[config.mk]
export PLATFORM = sky130hd
export DESIGN_NAME = cpm_clock_path
export DESIGN_NICKNAME = d
export VERILOG_FILES = /design/src/hdl/cpm_pkg.sv /design/src/hdl/cpm_nvstore.sv /design/src/hdl/cpm_clock_path.sv
export SDC_FILE = /design/constraint.sdc
export NUM_CORES = 1
export LEC_CHECK = 0
export ABC_CLOCK_PERIOD_IN_PS = 1650
export BUFFER_PORTS_ARGS = -buffer_cell sky130_fd_sc_hd__buf_2
export CAP_MARGIN = 20
export CORE_MARGIN = 3
export CORE_UTILIZATION = 52
export CTS_BUF_LIST = sky130_fd_sc_hd__clkbuf_2
export DETAILED_ROUTE_END_ITERATION = 10
export GPL_TIMING_DRIVEN = 0
export PLACE_DENSITY = 0.77
export SLEW_MARGIN = 20
export SYNTH_ARGS = -nofsm -noshare
export SYNTH_HDL_FRONTEND = slang
export SYNTH_HIERARCHICAL = 1
export SYNTH_SLANG_ARGS = --single-unit
[constraint.sdc]
create_clock -name clk -period 1.65 [get_ports clk]
set_input_delay 0 -clock clk [delete_from_list [all_inputs] [get_ports clk]]
set_output_delay 0 -clock clk [all_outputs]
set_load 0.01 [all_outputs]
[src/hdl/cpm_pkg.sv]
package cpm_pkg;

    ////////////////////////////////////////////////////////////////////////////////
    // Register map
    localparam logic [9:0] ADDR_PLL_CTRL = 10'h010;
    localparam logic [9:0] ADDR_DIST_SRC = 10'h1e1;

    // Field positions
    localparam int PLL_PWR_LSB   = 0;
    localparam int CP_MODE_LSB   = 2;
    localparam int PFD_POL_BIT   = 7;
    localparam int BYPASS_BIT    = 0;
    localparam int SRC_SEL_BIT   = 1;

    // Power field codes
    localparam logic [1:0] PWR_NORMAL     = 2'h0;
    localparam logic [1:0] PWR_ASYNC_DOWN = 2'h1;

    // Reset values: PLL off, divider in path, external clock selected; the src_ext_clk output flop itself resets to 0 while rst is high
    localparam logic [7:0] RST_PLL_CTRL = 8'h01;
    localparam logic [7:0] RST_DIST_SRC = 8'h00;

    // Nonvolatile store layout
    localparam int         NV_WORDS     = 2;
    localparam logic [0:0] NV_IDX_PLL   = 1'h0;
    localparam logic [0:0] NV_IDX_DIST  = 1'h1;

    typedef enum logic [1:0] {
        ST_LOAD0 = 2'b00,
        ST_LOAD1 = 2'b01,
        ST_RUN   = 2'b10,
        ST_SAVE1 = 2'b11
    } cpm_state_type;

    typedef struct packed {
        logic       pll_enable;
        logic       pll_power_down;
        logic [1:0] cp_mode;
        logic       pfd_negative;
        logic       div_bypass;
        logic       src_ext_clk;
    } cpm_ctrl_type;

endpackage : cpm_pkg

[src/hdl/cpm_nvstore.sv]
module cpm_nvstore (
    input  wire logic       clk,
    input  wire logic       we,
    input  wire logic [0:0] addr,
    input  wire logic [7:0] wdata,
    output logic      [7:0] rdata
);
    // Holds contents across rst; models the on-board store
    logic [7:0] mem [cpm_pkg::NV_WORDS];

    always_ff @(posedge clk) begin
        if (we) begin
            mem[addr] <= wdata;
        end
        rdata <= mem[addr];
    end
endmodule : cpm_nvstore

[src/hdl/cpm_clock_path.sv]
// Summary of operation
// - Saved configuration restored at power-up automatically
// - Power field 01 powers PLL down asynchronously
// - Power field 00 runs PLL normally
// - Bypass bit 1 feeds distribution directly
// - Source bit 0 selects external clock input
// - Polarity bit 0 positive, 1 negative sense
// - Bypass bit 0 routes through VCO divider
module cpm_clock_path (
    input  wire logic                 clk,
    input  wire logic                 rst,
    input  wire logic                 wr_en,
    input  wire logic                 rd_en,
    input  wire logic [9:0]           addr,
    input  wire logic [7:0]           wdata,
    input  wire logic                 nv_save,
    input  wire logic                 nv_valid,
    output logic      [7:0]           rdata,
    output logic                      busy,
    output cpm_pkg::cpm_ctrl_type     ctrl
);

    ////////////////////////////////////////////////////////////////////////////////
    logic [7:0]             pll_ctrl_reg;
    logic [7:0]             dist_src_reg;
    cpm_pkg::cpm_state_type state_reg;
    logic                   nv_we;
    logic [0:0]             nv_addr;
    logic [7:0]             nv_wdata;
    logic [7:0]             nv_rdata;
    logic                   nv_valid_meta;
    logic                   nv_valid_sync;
    logic                   wr_ok;
    logic                   pll_on_reg;
    logic                   pll_off_reg;
    logic [1:0]             pump_mode_reg;
    logic                   pol_neg_reg;
    logic                   bypass_reg;
    logic                   ext_src_reg;

    // Strap-like pin, not on clk
    always_ff @(posedge clk) begin
        nv_valid_meta <= nv_valid;
        nv_valid_sync <= nv_valid_meta;
    end

    cpm_nvstore u_nv (
        .clk   (clk),
        .we    (nv_we),
        .addr  (nv_addr),
        .wdata (nv_wdata),
        .rdata (nv_rdata)
    );

    ////////////////////////////////////////////////////////////////////////////////
    // Shared decodes for the write path and control outputs; the read mux decodes addr on its own
    function automatic logic addr_hit(input logic [9:0] a, input logic [9:0] reg_addr);
        return a == reg_addr;
    endfunction : addr_hit

    function automatic logic [1:0] pwr_field(input logic [7:0] v);
        return v[cpm_pkg::PLL_PWR_LSB +: 2];
    endfunction : pwr_field

    // Writes land only in RUN, so a restore is never torn; a write in the save request cycle still lands
    assign wr_ok = wr_en && (state_reg == cpm_pkg::ST_RUN);

    ////////////////////////////////////////////////////////////////////////////////
    // Sequencer: restore after reset, then run; save takes two cycles
    always_comb begin
        nv_we    = 1'b0;
        nv_addr  = cpm_pkg::NV_IDX_PLL;
        nv_wdata = pll_ctrl_reg;
        unique case (state_reg)
            cpm_pkg::ST_LOAD0: begin
                // Reset reads word0 so it is ready at the first edge after release
                nv_addr = rst ? cpm_pkg::NV_IDX_PLL : cpm_pkg::NV_IDX_DIST;
            end
            cpm_pkg::ST_LOAD1: nv_addr = cpm_pkg::NV_IDX_DIST;
            cpm_pkg::ST_RUN: begin
                nv_we = nv_save;
            end
            cpm_pkg::ST_SAVE1: begin
                nv_we    = 1'b1;
                nv_addr  = cpm_pkg::NV_IDX_DIST;
                nv_wdata = dist_src_reg;
            end
        endcase
    end

    always_ff @(posedge clk) begin
        if (rst) begin
            state_reg <= cpm_pkg::ST_LOAD0;
        end else begin
            unique case (state_reg)
                cpm_pkg::ST_LOAD0: state_reg <= cpm_pkg::ST_LOAD1;
                cpm_pkg::ST_LOAD1: state_reg <= cpm_pkg::ST_RUN;
                cpm_pkg::ST_RUN: begin
                    if (nv_save) begin
                        state_reg <= cpm_pkg::ST_SAVE1;
                    end
                end
                cpm_pkg::ST_SAVE1: state_reg <= cpm_pkg::ST_RUN;
            endcase
        end
    end

    ////////////////////////////////////////////////////////////////////////////////
    // Registers; host writes ignored outside RUN so restore cannot be torn
    always_ff @(posedge clk) begin
        if (rst) begin
            pll_ctrl_reg <= cpm_pkg::RST_PLL_CTRL;
        end else if (state_reg == cpm_pkg::ST_LOAD0 && nv_valid_sync) begin
            pll_ctrl_reg <= nv_rdata;
        end else if (wr_ok && addr_hit(addr, cpm_pkg::ADDR_PLL_CTRL)) begin
            pll_ctrl_reg <= wdata;
        end
    end

    always_ff @(posedge clk) begin
        if (rst) begin
            dist_src_reg <= cpm_pkg::RST_DIST_SRC;
        end else if (state_reg == cpm_pkg::ST_LOAD1 && nv_valid_sync) begin
            dist_src_reg <= nv_rdata;
        end else if (wr_ok && addr_hit(addr, cpm_pkg::ADDR_DIST_SRC)) begin
            dist_src_reg <= wdata;
        end
    end

    always_ff @(posedge clk) begin
        if (rst) begin
            rdata <= 8'h00;
        end else if (rd_en) begin
            unique case (addr)
                cpm_pkg::ADDR_PLL_CTRL: rdata <= pll_ctrl_reg;
                cpm_pkg::ADDR_DIST_SRC: rdata <= dist_src_reg;
                default:                rdata <= 8'h00;
            endcase
        end
    end

    // Busy rises the cycle after a save request and stays high one cycle past SAVE1
    always_ff @(posedge clk) begin
        if (rst) begin
            busy <= 1'b1;
        end else begin
            busy <= (state_reg != cpm_pkg::ST_RUN) || nv_save || (state_reg == cpm_pkg::ST_SAVE1);
        end
    end

    ////////////////////////////////////////////////////////////////////////////////
    // Control outputs, one flop per concern
    // Codes 10/11 drive neither enable nor power-down: fail safe
    always_ff @(posedge clk) begin
        if (rst) begin
            pll_on_reg <= 1'b0;
        end else begin
            pll_on_reg <= pwr_field(pll_ctrl_reg) == cpm_pkg::PWR_NORMAL;
        end
    end

    always_ff @(posedge clk) begin
        if (rst) begin
            pll_off_reg <= 1'b1;
        end else begin
            pll_off_reg <= pwr_field(pll_ctrl_reg) == cpm_pkg::PWR_ASYNC_DOWN;
        end
    end

    always_ff @(posedge clk) begin
        if (rst) begin
            pump_mode_reg <= 2'h0;
        end else begin
            pump_mode_reg <= pll_ctrl_reg[cpm_pkg::CP_MODE_LSB +: 2];
        end
    end

    always_ff @(posedge clk) begin
        if (rst) begin
            pol_neg_reg <= 1'b0;
        end else begin
            pol_neg_reg <= pll_ctrl_reg[cpm_pkg::PFD_POL_BIT];
        end
    end

    always_ff @(posedge clk) begin
        if (rst) begin
            bypass_reg <= 1'b0;
        end else begin
            bypass_reg <= dist_src_reg[cpm_pkg::BYPASS_BIT];
        end
    end

    always_ff @(posedge clk) begin
        if (rst) begin
            ext_src_reg <= 1'b0;
        end else begin
            ext_src_reg <= ~dist_src_reg[cpm_pkg::SRC_SEL_BIT];
        end
    end

    ////////////////////////////////////////////////////////////////////////////////
    // Output struct taken straight from the flops above, no logic between
    assign ctrl = '{
        pll_enable:     pll_on_reg,
        pll_power_down: pll_off_reg,
        cp_mode:        pump_mode_reg,
        pfd_negative:   pol_neg_reg,
        div_bypass:     bypass_reg,
        src_ext_clk:    ext_src_reg
    };

endmodule : cpm_clock_path

# Word level (Yosys, flattened, before mapping)
# Memories as Yosys holds them, arrays and structs flattened. A register that Yosys moved wholly into a read port is not among the register bits.
# Cells that the tools add are included.
# Widths: inputs -> output; s select.
# totals
reg_bits,36
mem_bits_rw,16
in_bits,24
out_inout_bits,16
wordCells,48
mem_count,1
# classes
eq_ne,8
n_mux,13
bitwise_logic,1
n_reduce_logical,12
# mem_list
memory,depth,word_bits,read_ports,rd_ports_with_merged_regs,write_ports,line,source
u_nv.mem,2,8,1,1,1,cpm_nvstore.sv:9,logic [7:0] mem [cpm_pkg::NV_WORDS];
# ops
cell,count
$mux 8,5
$pmux 8 s2,1
$eq 10x5->1 const B,1
$eq 10x9->1 const B,1
$pmux 2 s3,1
$logic_and 1x1->1,5
$eq 2x1->1 const B,2
$eq 2x2->1 const B,2
$logic_not 2->1,2
$ne 2x2->1 const B,2
$pmux 1 s2,2
$reduce_bool 2->1,2
$mux 1,3
$logic_or 1x1->1,2
$mux 2,1
$reduce_or 2->1,1
$not 1->1,1

# Depth between registers and ports, before layout
# Gate-level depths: netlist of the first run.
# depth
ltp_word,5
ltp_mapped,7
ltp_nobuf,4

# By module
# The synthesis of the first run kept the hierarchy.
# by_module_without_submodules
module,instances,cells_each,area_per_inst_um2,seq_area_each_um2
cpm_clock_path,1,176,1685.4,720.7
cpm_nvstore,1,35,788.3,640.6

# Least setup slack after synthesis of the first run
# No wires, ideal clock.
# synth_path
path_type,register -> register
start,register state_reg[0]
end,register dist_src_reg[0]
setup_ps,59
arrival_time_ps,1724
required_time_ps,1591
setup_slack_ps,-133
path_stages_with_launch,8
path_buffers,3
period_less_slack_ps,1783
cell_sequence,dfxtp_1 -> clkbuf_1 -> nand3b_1 -> or4_4 -> buf_6 -> buf_8 -> a211oi_2 -> a31o_1
# synth_between
elab_chain_cells,4
elab_cells_between_ends,7
classes_between,eq/ne: 2; mux: 1; reduce/logical: 4
# synth_rtl
item,line,source
start: declaration,cpm_clock_path.sv:26,cpm_pkg::cpm_state_type state_reg;
start signal: assignment,cpm_clock_path.sv:93,state_reg <= cpm_pkg::ST_LOAD0;
start signal: assignment,cpm_clock_path.sv:96,cpm_pkg::ST_LOAD0: state_reg <= cpm_pkg::ST_LOAD1;
start signal: assignment,cpm_clock_path.sv:97,cpm_pkg::ST_LOAD1: state_reg <= cpm_pkg::ST_RUN;
$eq 2x2->1,cpm_clock_path.sv:66,assign wr_ok = wr_en && (state_reg == cpm_pkg::ST_RUN);
$logic_and 1x1->1,cpm_clock_path.sv:66,
$logic_and 1x1->1,cpm_clock_path.sv:125,"end else if (wr_ok && addr_hit(addr, cpm_pkg::ADDR_DIST_SRC)) begin"
$reduce_bool 2->1 (no source line),n/a,
end signal: assignment,cpm_clock_path.sv:122,dist_src_reg <= cpm_pkg::RST_DIST_SRC;
end signal: assignment,cpm_clock_path.sv:124,dist_src_reg <= nv_rdata;
end signal: assignment,cpm_clock_path.sv:126,dist_src_reg <= wdata;
end: declaration,cpm_clock_path.sv:25,logic [7:0] dist_src_reg;
# Several ways; a longest one is shown, not always the timed one.
# A chain may end at the register's enable or synchronous reset.

# Final worst setup path of the first run
# Ends and elaborated chain as after synthesis.

==> results of run 1 <==
## power by group
part	switching [uW]	internal, uW
clock	513	355
combinational	205	228
sequential	50.1	1610
## metrics by stage
stage	setup slack, ns	hold slack [ns]	instances	setup TNS, ns	util (%)
2_1_floorplan	-0.0567	0.0277	211	-0.180	-
3_3_place_gp	-0.346	0.103	300	-5.48	61.5
3_5_place_dp	-0.380	0.104	300	-5.74	61.5
4_1_cts	-0.164	0.0128	335	-0.833	68.9
5_1_grt	-0.110	0.0694	336	-0.476	69.9
6_report	-0.0547	0.0551	336	-0.0730	69.9
## critical path, cell delays in order (launching register included)
cell and delay [ns]:
dfxtp_4 0.37, nand3b_1 0.19, or4_4 0.59, buf_8 0.18, a211oi_4 0.20, a31o_1 0.14
## layout make-up
type                       count  share of cell area, %
buffer                        16                   3.64
clock inverter                 5                   1.68
sequential                    60                   43.8
timing repair buffer          62                   13.4
clock buffer                  11                   1.76
tap                           52                   2.08
inverter                       2                  0.240
multi-input combinational    128                   33.5
## cell usage after synthesis, types with 2 or more instances
cell type,count
a22oi_1,8
a211oi_2,2
a311oi_1,4
buf_6,2
nand2_1,19
nand3b_1,2
mux2_4,8
clkbuf_1,11
mux2i_1,8
nor2b_1,5
buf_4,5
or4_4,2
a211oi_1,14
nor2_1,12
edfxtp_1,16
dfxtp_1,44
mux2_2,11
a41o_1,7
a21oi_1,3
or2_2,2
nor3_1,8
## cells by family after synthesis
group | Yosys count | share of synthesized area, %
flip-flops | 60 | 55.0
AND/OR/NAND/NOR | 58 | 12.4
AO/OA/AOI/OAI | 43 | 14.1
multiplexers | 27 | 13.1
buffers and inverters | 23 | 5.36
## final timing paths
check / slack, ns / cells after the start / endpoint / start
worst max-delay path: -0.05 / 5 / dist_src_reg[0] / state_reg[0]
worst min-delay path: 0.06 / 3 / dist_src_reg[3] / rst
worst max register to register: -0.05 / 5 / dist_src_reg[0] / state_reg[0]
worst min register to register: 0.35 / 0 / nv_valid_sync / nv_valid_meta
## what timing repair did
item                       4_1_cts  5_1_grt
setup buffers                    6        4
hold buffers                    15        0
setup endpoints to repair       16       17
resized for setup                9       16
hold endpoints to repair        23        0
gates cloned                     1        0
pin swaps                        4        6
## per-layer routing
metal	up-vias	GRT usage [%]	share of wire, %
li1	916	-	-
met1	866	25.9	46
met2	41	32.2	48
met3	8	6.68	4.0
met4	0	10.5	2.2
met5	-	0	0
==> run summary, run 1 <==
Mapped Cells -> 211
PortBufs -> 37
Pin count of the biggest net entering global routing -> 11
Die area -> 5620 um2
Hold crit path type -> in -> reg
Leak -> 0.00135 uW
Final Max Tran Viols -> 0
Final min period -> 1.70 ns
NumNets Final -> 303
Filler cells -> 339
Power per cell area -> 946 nW/um2
CP max FO -> 8
First-pass GRT wire length -> 8370 um
Starting Density -> 55.3%
Layout cell share with drive strength beyond 1 -> 39.1%
Power Total -> 2960 uW
Design area -> 3130 um2
GR Util All Layers -> 20.7%
Multi-input gate area -> 1050 um2
Worst VDD drop -> 0.500 mV
GPL Wtd Cong -> 0.780
Largest Register -> u_nv/mem
Die span in x -> 75.0 um
Post-synth top area share -> 35.6%
Area contributors post-synth -> dfxtp_1 (36%), edfxtp_1 (19%), mux2_2 (5.0%)
First drt pass iteration count -> 4
Most common cell after layout, fill and taps aside -> dfxtp_1
Vias per std cell -> 5.45
Actual transition at the worst max-transition pin -> 0.885 ns
Worst EP required -> 2.07 ns
Post-DP HPWL -> 3410 um
H-tree Lvls -> 3
Critical path arrival -> 2.12 ns
Mapped Area -> 2470 um2
Synth cell types -> 39
Synthesis-to-finish area growth -> 26.4%
ANT cells -> 0
Post-route ant nets -> 0
Max Fclk -> 0.587 GHz
CTS Root Buffer Type -> clkbuf_2
Cell Area, Placed -> 2750 um2
Ys flop type -> dfxtp_1
Startpoint class of the critical path -> register
Vias -> 1831
Clock-pin transition on the worst setup and hold timing paths -> 0.17 ns
Yosys top cell by area -> dfxtp_1
DR WL/cell -> 15.5 um
Top-Level Pins -> 40
Vias in the first global route -> 1752
Min setup slack post-route -> -0.0547 ns
Syn avg cell area -> 11.7 um2
Async set-reset flop share out of synthesis -> 0%
CP endpoint kind -> register
Final-report hold violation count -> 0
Clk_skew -> 0.0212 ns
#FFs+latches synth -> 60
Initial DRC count -> 98
Status -> finished with violations
Congestion Overflow GR -> 0
DRC -> 0
Clk_lat worst skew -> 0.48 ns
Die height -> 75.0 um
Post-synth EDFFs -> 16
RSZ-0062 raised after global routing -> yes
Register area share after synthesis -> 55.0%
Synth warn -> 6
CTS tree -> built
CTS sink cnt -> 60
Type of the worst setup path -> reg -> reg
Violated checks -> negative setup slack
Max reg flops -> 16
Initial antenna violation count -> 0
Clock buffer count from CTS -> 9
Final Cycle Share -> 103%
CTS max path bufs -> 2
Total core area -> 4470 um2
Rel. slew slack -> 40.5%
Max Cap Violations -> 0
Final WL -> 5190 um
Synthesized net count -> 235
Reg area -> 1370 um2
# rows -> 24
# setup viols final -> 2
Commonest non-fill, non-tap cells in the layout -> dfxtp_1 (42), buf_2 (37), nand2_1 (19)
Note: power is estimated with default switching activity, not from simulation.
==> run 2, diff against run 1 <==
--- a/config.mk
+++ b/config.mk
@@ -17,5 +17,4 @@
 export SLEW_MARGIN = 20
 export SYNTH_ARGS = -nofsm -noshare
 export SYNTH_HDL_FRONTEND = slang
-export SYNTH_HIERARCHICAL = 1
 export SYNTH_SLANG_ARGS = --single-unit
==> run summary, run 2 <==
Status -> finished with violations
Violated checks -> negative setup slack
Post-synth EDFFs -> 16
Finished Layout Cells -> 334
Post-route ant nets -> 0
Largest Register -> u_nv.mem
CP endpoint kind -> register
Layout cell share with drive strength beyond 1 -> 39.7%
Worst EP required -> 2.04 ns
First drt pass iteration count -> 4
Max reg flops -> 16
Leak -> 0.00133 uW
CTS Root Buffer Type -> clkbuf_2
Min-Delay Path Depth -> 5
CTS max path bufs -> 2
Clock buffer count from CTS -> 9
Die span in x -> 74.2 um
Commonest non-fill, non-tap cells in the layout -> dfxtp_1 (42), buf_2 (38), nand2_1 (18)
GR Util All Layers -> 22.3%
Hold Path Sink -> rdata[1]
Register area share after synthesis -> 56.3%
Max Fclk -> 0.596 GHz
Max Cap Violations -> 0
Total core area -> 4410 um2
ANT cells -> 0
Post-DP HPWL -> 3690 um
Mapped Cells -> 209
First-pass GRT wire length -> 8830 um
# rows -> 24
CP max FO -> 6
Die area -> 5500 um2
HP Start -> addr[2]
H-tree Lvls -> 3
Synth cell types -> 37
Setup TNS -> -0.133 ns
Vias per std cell -> 5.60
Post-synth top area share -> 36.5%
Ys flop type -> dfxtp_1
Min setup slack post-route -> -0.0286 ns
Synthesis-to-finish area growth -> 27.8%
Startpoint class of the critical path -> register
Top-Level Pins -> 40
Filler cells -> 335
Design area -> 3090 um2
R2r startpoint -> state_reg[1]
Most common cell after layout, fill and taps aside -> dfxtp_1
Synth warn -> 0
Hold Slack -> 0.0951 ns
Vias -> 1870
Final-report hold violation count -> 0
NumNets Final -> 301
Pin count of the biggest net entering global routing -> 11
RSZ-0062 raised after global routing -> yes
GPL Wtd Cong -> 0.825
Final Max Tran Viols -> 0
# setup viols final -> 6
Power per cell area -> 951 nW/um2
Actual transition at the worst max-transition pin -> 0.646 ns
DRC -> 0
PortBufs -> 37
Cell Area, Placed -> 2700 um2
#FFs+latches synth -> 60
Clk_lat worst skew -> 0.48 ns
Final min period -> 1.68 ns
CP peak stage delay -> 0.54 ns
Congestion Overflow GR -> 0
Count leader, synth -> dfxtp_1
DR WL/cell -> 16.8 um
Cell count of the worst reg-to-reg path -> 6
R2r setup slk -> -0.03 ns
CTS sink cnt -> 60
Die height -> 74.2 um
Top cells by count, synth -> dfxtp_1 (44), mux2_2 (18), nand2_1 (18), edfxtp_1 (16), a211oi_1 (15)
Hold crit path type -> in -> reg
Initial antenna violation count -> 0
R2R Path End -> dist_src_reg[6]
Critical path arrival -> 2.07 ns
Place WS -> -0.411 ns
Synthesized net count -> 233
Crit-path most repeated cell -> buf_8
Final WL -> 5610 um
Async set-reset flop share out of synthesis -> 0%
Type of the worst setup path -> reg -> reg
Rel. slew slack -> 56.7%
Area contributors post-synth -> dfxtp_1 (36%), edfxtp_1 (20%), mux2_2 (8.4%)
Starting Density -> 54.7%
Final Cycle Share -> 102%
Clk_skew -> 0.0111 ns
Syn avg cell area -> 11.6 um2
Vias in the first global route -> 1781
Worst VDD drop -> 0.624 mV
Slowest CP cell -> or4_4
Initial DRC count -> 90
Critical Path, Cell by Cell -> buf_8 -> nand3b_1 -> or4_4 -> buf_8 -> buf_12 -> a41o_1
DP Cell Count -> 298
Yosys top cell by area -> dfxtp_1
CTS tree -> built
Clock-pin transition on the worst setup and hold timing paths -> 0.16 ns
Mapped Area -> 2420 um2
## run 2: logic make-up after synthesis
group | share of synthesized area, %
buf+inv | 5.33
mux | 11.7
flops | 56.3
compound gates | 14.6
simple gates | 12.0
## run 2: how the worst max path moves through the flow
stage | slack [ns] | depth (start not counted) | end | from
floorplan | -0.05 | 7 | dist_src_reg[0] | state_reg[0]
global placement | -0.43 | 5 | rdata[5] | addr[9]
detailed placement | -0.41 | 5 | rdata[4] | addr[9]
CTS | -0.09 | 6 | dist_src_reg[7] | state_reg[1]
global route | -0.08 | 6 | dist_src_reg[2] | state_reg[1]
finish | -0.03 | 6 | dist_src_reg[6] | state_reg[1]
## run 2: layer usage
metal  GRT usage, %  part of all wire, %  wire length [um]
met1           28.3                   43              2440
met2           34.5                   49              2720
met3           5.27                  5.1               284
met4           13.3                  3.0               166
met5              0                    0                 0
## run 2: critical path, delay by kind of cell, from the launching register on
family | cells | cell delay [ns]
compound gates | 1 | 0.17
buf+inv | 3 | 0.39
flops | 1 | 0.39
simple gates | 2 | 0.63
## run 2: metrics by stage
step           power (uW)  utilization [%]
6_report             2940             70.0
5_1_grt              3070             70.0
4_1_cts              2930             68.3
3_5_place_dp         2020             61.2
3_3_place_gp         2010             61.1
2_1_floorplan        1910                -
## run 2: layout make-up
type | count | area (um2) | share of cell area, %
inverters | 4 | 18.8 | 0.608
multi-input cells | 125 | 1010 | 32.7
clock buffers | 12 | 60.1 | 1.94
repair buffers | 61 | 415 | 13.5
clock inverters | 4 | 42.5 | 1.38
well taps | 52 | 65.1 | 2.11
plain buffers | 16 | 111 | 3.61
flip-flops and latches | 60 | 1370 | 44.2
## run 2: where the power goes
part | internal (uW) | switching [uW] | total [uW]
Sequential | 1600 | 50.7 | 1660
Clock | 358 | 520 | 878
Combinational | 202 | 202 | 404
## run 2: timing repair
action | CTS | global route
resized for setup | 17 | 14
pin swaps | 7 | 8
endpoints found under the setup margin | 18 | 29
cloned | 1 | 0
hold buffers | 12 | 0
hold endpoints to repair | 35 | 0
buffers inserted | 7 | 4
==> run 3, diff against run 2 <==
--- a/config.mk
+++ b/config.mk
@@ -9,11 +9,10 @@
 export BUFFER_PORTS_ARGS = -buffer_cell sky130_fd_sc_hd__buf_2
 export CAP_MARGIN = 20
 export CORE_MARGIN = 3
-export CORE_UTILIZATION = 52
+export CORE_UTILIZATION = 40
 export CTS_BUF_LIST = sky130_fd_sc_hd__clkbuf_2
 export DETAILED_ROUTE_END_ITERATION = 10
 export GPL_TIMING_DRIVEN = 0
-export PLACE_DENSITY = 0.77
 export SLEW_MARGIN = 20
 export SYNTH_ARGS = -nofsm -noshare
 export SYNTH_HDL_FRONTEND = slang
==> run summary, run 3 (synthesis gave the netlist of run 2 again) <==
Status -> finished with violations
Violated checks -> negative setup slack
Actual transition at the worst max-transition pin -> 0.921 ns
Final min period -> 1.72 ns
Rel. slew slack -> 38.1%
Max reg flops -> 16
DP Cell Count -> 318
Final Max Tran Viols -> 0
Die span in x -> 83.7 um
PortBufs -> 37
Clk_lat worst skew -> 0.46 ns
Place WS -> -0.366 ns
Worst VDD drop -> 0.423 mV
Die height -> 83.7 um
Clock-pin transition on the worst setup and hold timing paths -> 0.16 ns
First-pass GRT wire length -> 8560 um
Min setup slack post-route -> -0.0718 ns
CTS sink cnt -> 60
Post-DP HPWL -> 3720 um
Total core area -> 5680 um2
Post-route ant nets -> 0
Most common cell after layout, fill and taps aside -> dfxtp_1
Synthesis-to-finish area growth -> 28.2%
GPL Wtd Cong -> 0.790
CTS Root Buffer Type -> clkbuf_2
Cell count of the worst reg-to-reg path -> 5
Power Total -> 2930 uW
Final WL -> 5360 um
Die area -> 7010 um2
Leak -> 0.00133 uW
ANT cells -> 0
Pin count of the biggest net entering global routing -> 11
Layout cell share with drive strength beyond 1 -> 38.5%
Top-Level Pins -> 40
Final Cycle Share -> 104%
DR WL/cell -> 15.1 um
Largest Register -> u_nv.mem
Congestion Overflow GR -> 0
Starting Density -> 42.6%
CTS tree -> built
Commonest non-fill, non-tap cells in the layout -> dfxtp_1 (42), buf_2 (37), nand2_1 (17)
CP max FO -> 7
CTS max path bufs -> 2
# rows -> 27
First drt pass iteration count -> 4
Clock buffer count from CTS -> 9
Vias per std cell -> 5.16
H-tree Lvls -> 3
Max Fclk -> 0.581 GHz
Vias in the first global route -> 1676
Critical path arrival -> 2.15 ns
Type of the worst setup path -> reg -> reg
Initial DRC count -> 110
GR Util All Layers -> 15.8%
Final-report hold violation count -> 0
Filler cells -> 514
CP endpoint kind -> register
Startpoint class of the critical path -> register
DRC -> 0
Finished Layout Cells -> 355
Max Cap Violations -> 0
Vias -> 1832
RSZ-0062 raised after global routing -> yes
NumNets Final -> 302
Clk_skew -> 0.0229 ns
Hold crit path type -> in -> reg
Initial antenna violation count -> 0
Min-Delay Path Depth -> 5
Power per cell area -> 946 nW/um2
Hold Slack -> 0.161 ns
Worst EP required -> 2.07 ns
# setup viols final -> 16
==> run 3: changes by cell type in the layout (fill, tap and decap cells not counted), sizes merged <==
| cell | delta |
|---|---|
| clkbuf | +3 |
| clkinv | -2 |
==> run 3: path summary, 6_finish.rpt <==
path	from	endpoint	slack, ns
worst max-delay path	state_reg[0]	dist_src_reg[1]	-0.07
worst min-delay path	addr[2]	rdata[7]	0.16
worst max register to register	state_reg[0]	dist_src_reg[1]	-0.07
worst min register to register	nv_valid_meta	nv_valid_sync	0.34
==> run 3: repair_timing <==
item,CTS,global route
endpoints found under the hold margin,21,0
pin swaps,4,6
hold buffers,12,0
gates cloned,1,0
gates resized for setup,12,10
endpoints found under the setup margin,26,26
setup buffers,9,5
==> run 3: metal layers <==
layer  up-vias  share of wire, %  track usage [%]
met1       855                47             20.7
met2        47                47             23.9
met3        11               3.7             4.24
met5         -                 0                0
li1        919                 -                -
met4         0               2.2             7.89
==> run 3: final cells by class <==
type	instances	area, um2	share of cell area [%]
plain buffers	14	87.6	2.83
flip-flops and latches	60	1370	44.2
multi-input cells	125	985	31.8
inverters	4	18.8	0.606
clock buffers	14	70.1	2.26
clock inverters	2	35.0	1.13
repair buffers	64	443	14.3
well taps	72	90.1	2.91
==> run 3: critical path: stages, from the launching register on <==
cell and delay, ns:
dfxtp_4 0.39, nand3b_1 0.18, or4_4 0.60, buf_4 0.18, a211oi_1 0.22, a41o_1 0.12
==> run 3: through the flow <==
| step | TNS [ns] | util (%) | cell area [um2] |
|---|---|---|---|
| after CTS | -0.910 | 53.7 | 3050 |
| after detailed placement | -6.33 | 48.0 | 2730 |
| after floorplan | -0.165 | - | 2450 |
| final | -0.396 | 54.6 | 3100 |
| after global routing | -1.64 | 54.6 | 3100 |
| after global placement | -7.76 | 47.9 | 2720 |
==> run 3: power breakdown <==
| group | switching (uW) | total, uW | internal (uW) |
|---|---|---|---|
| sequential | 49.7 | 1650 | 1600 |
| combinational | 196 | 398 | 202 |
| clock | 497 | 879 | 382 |
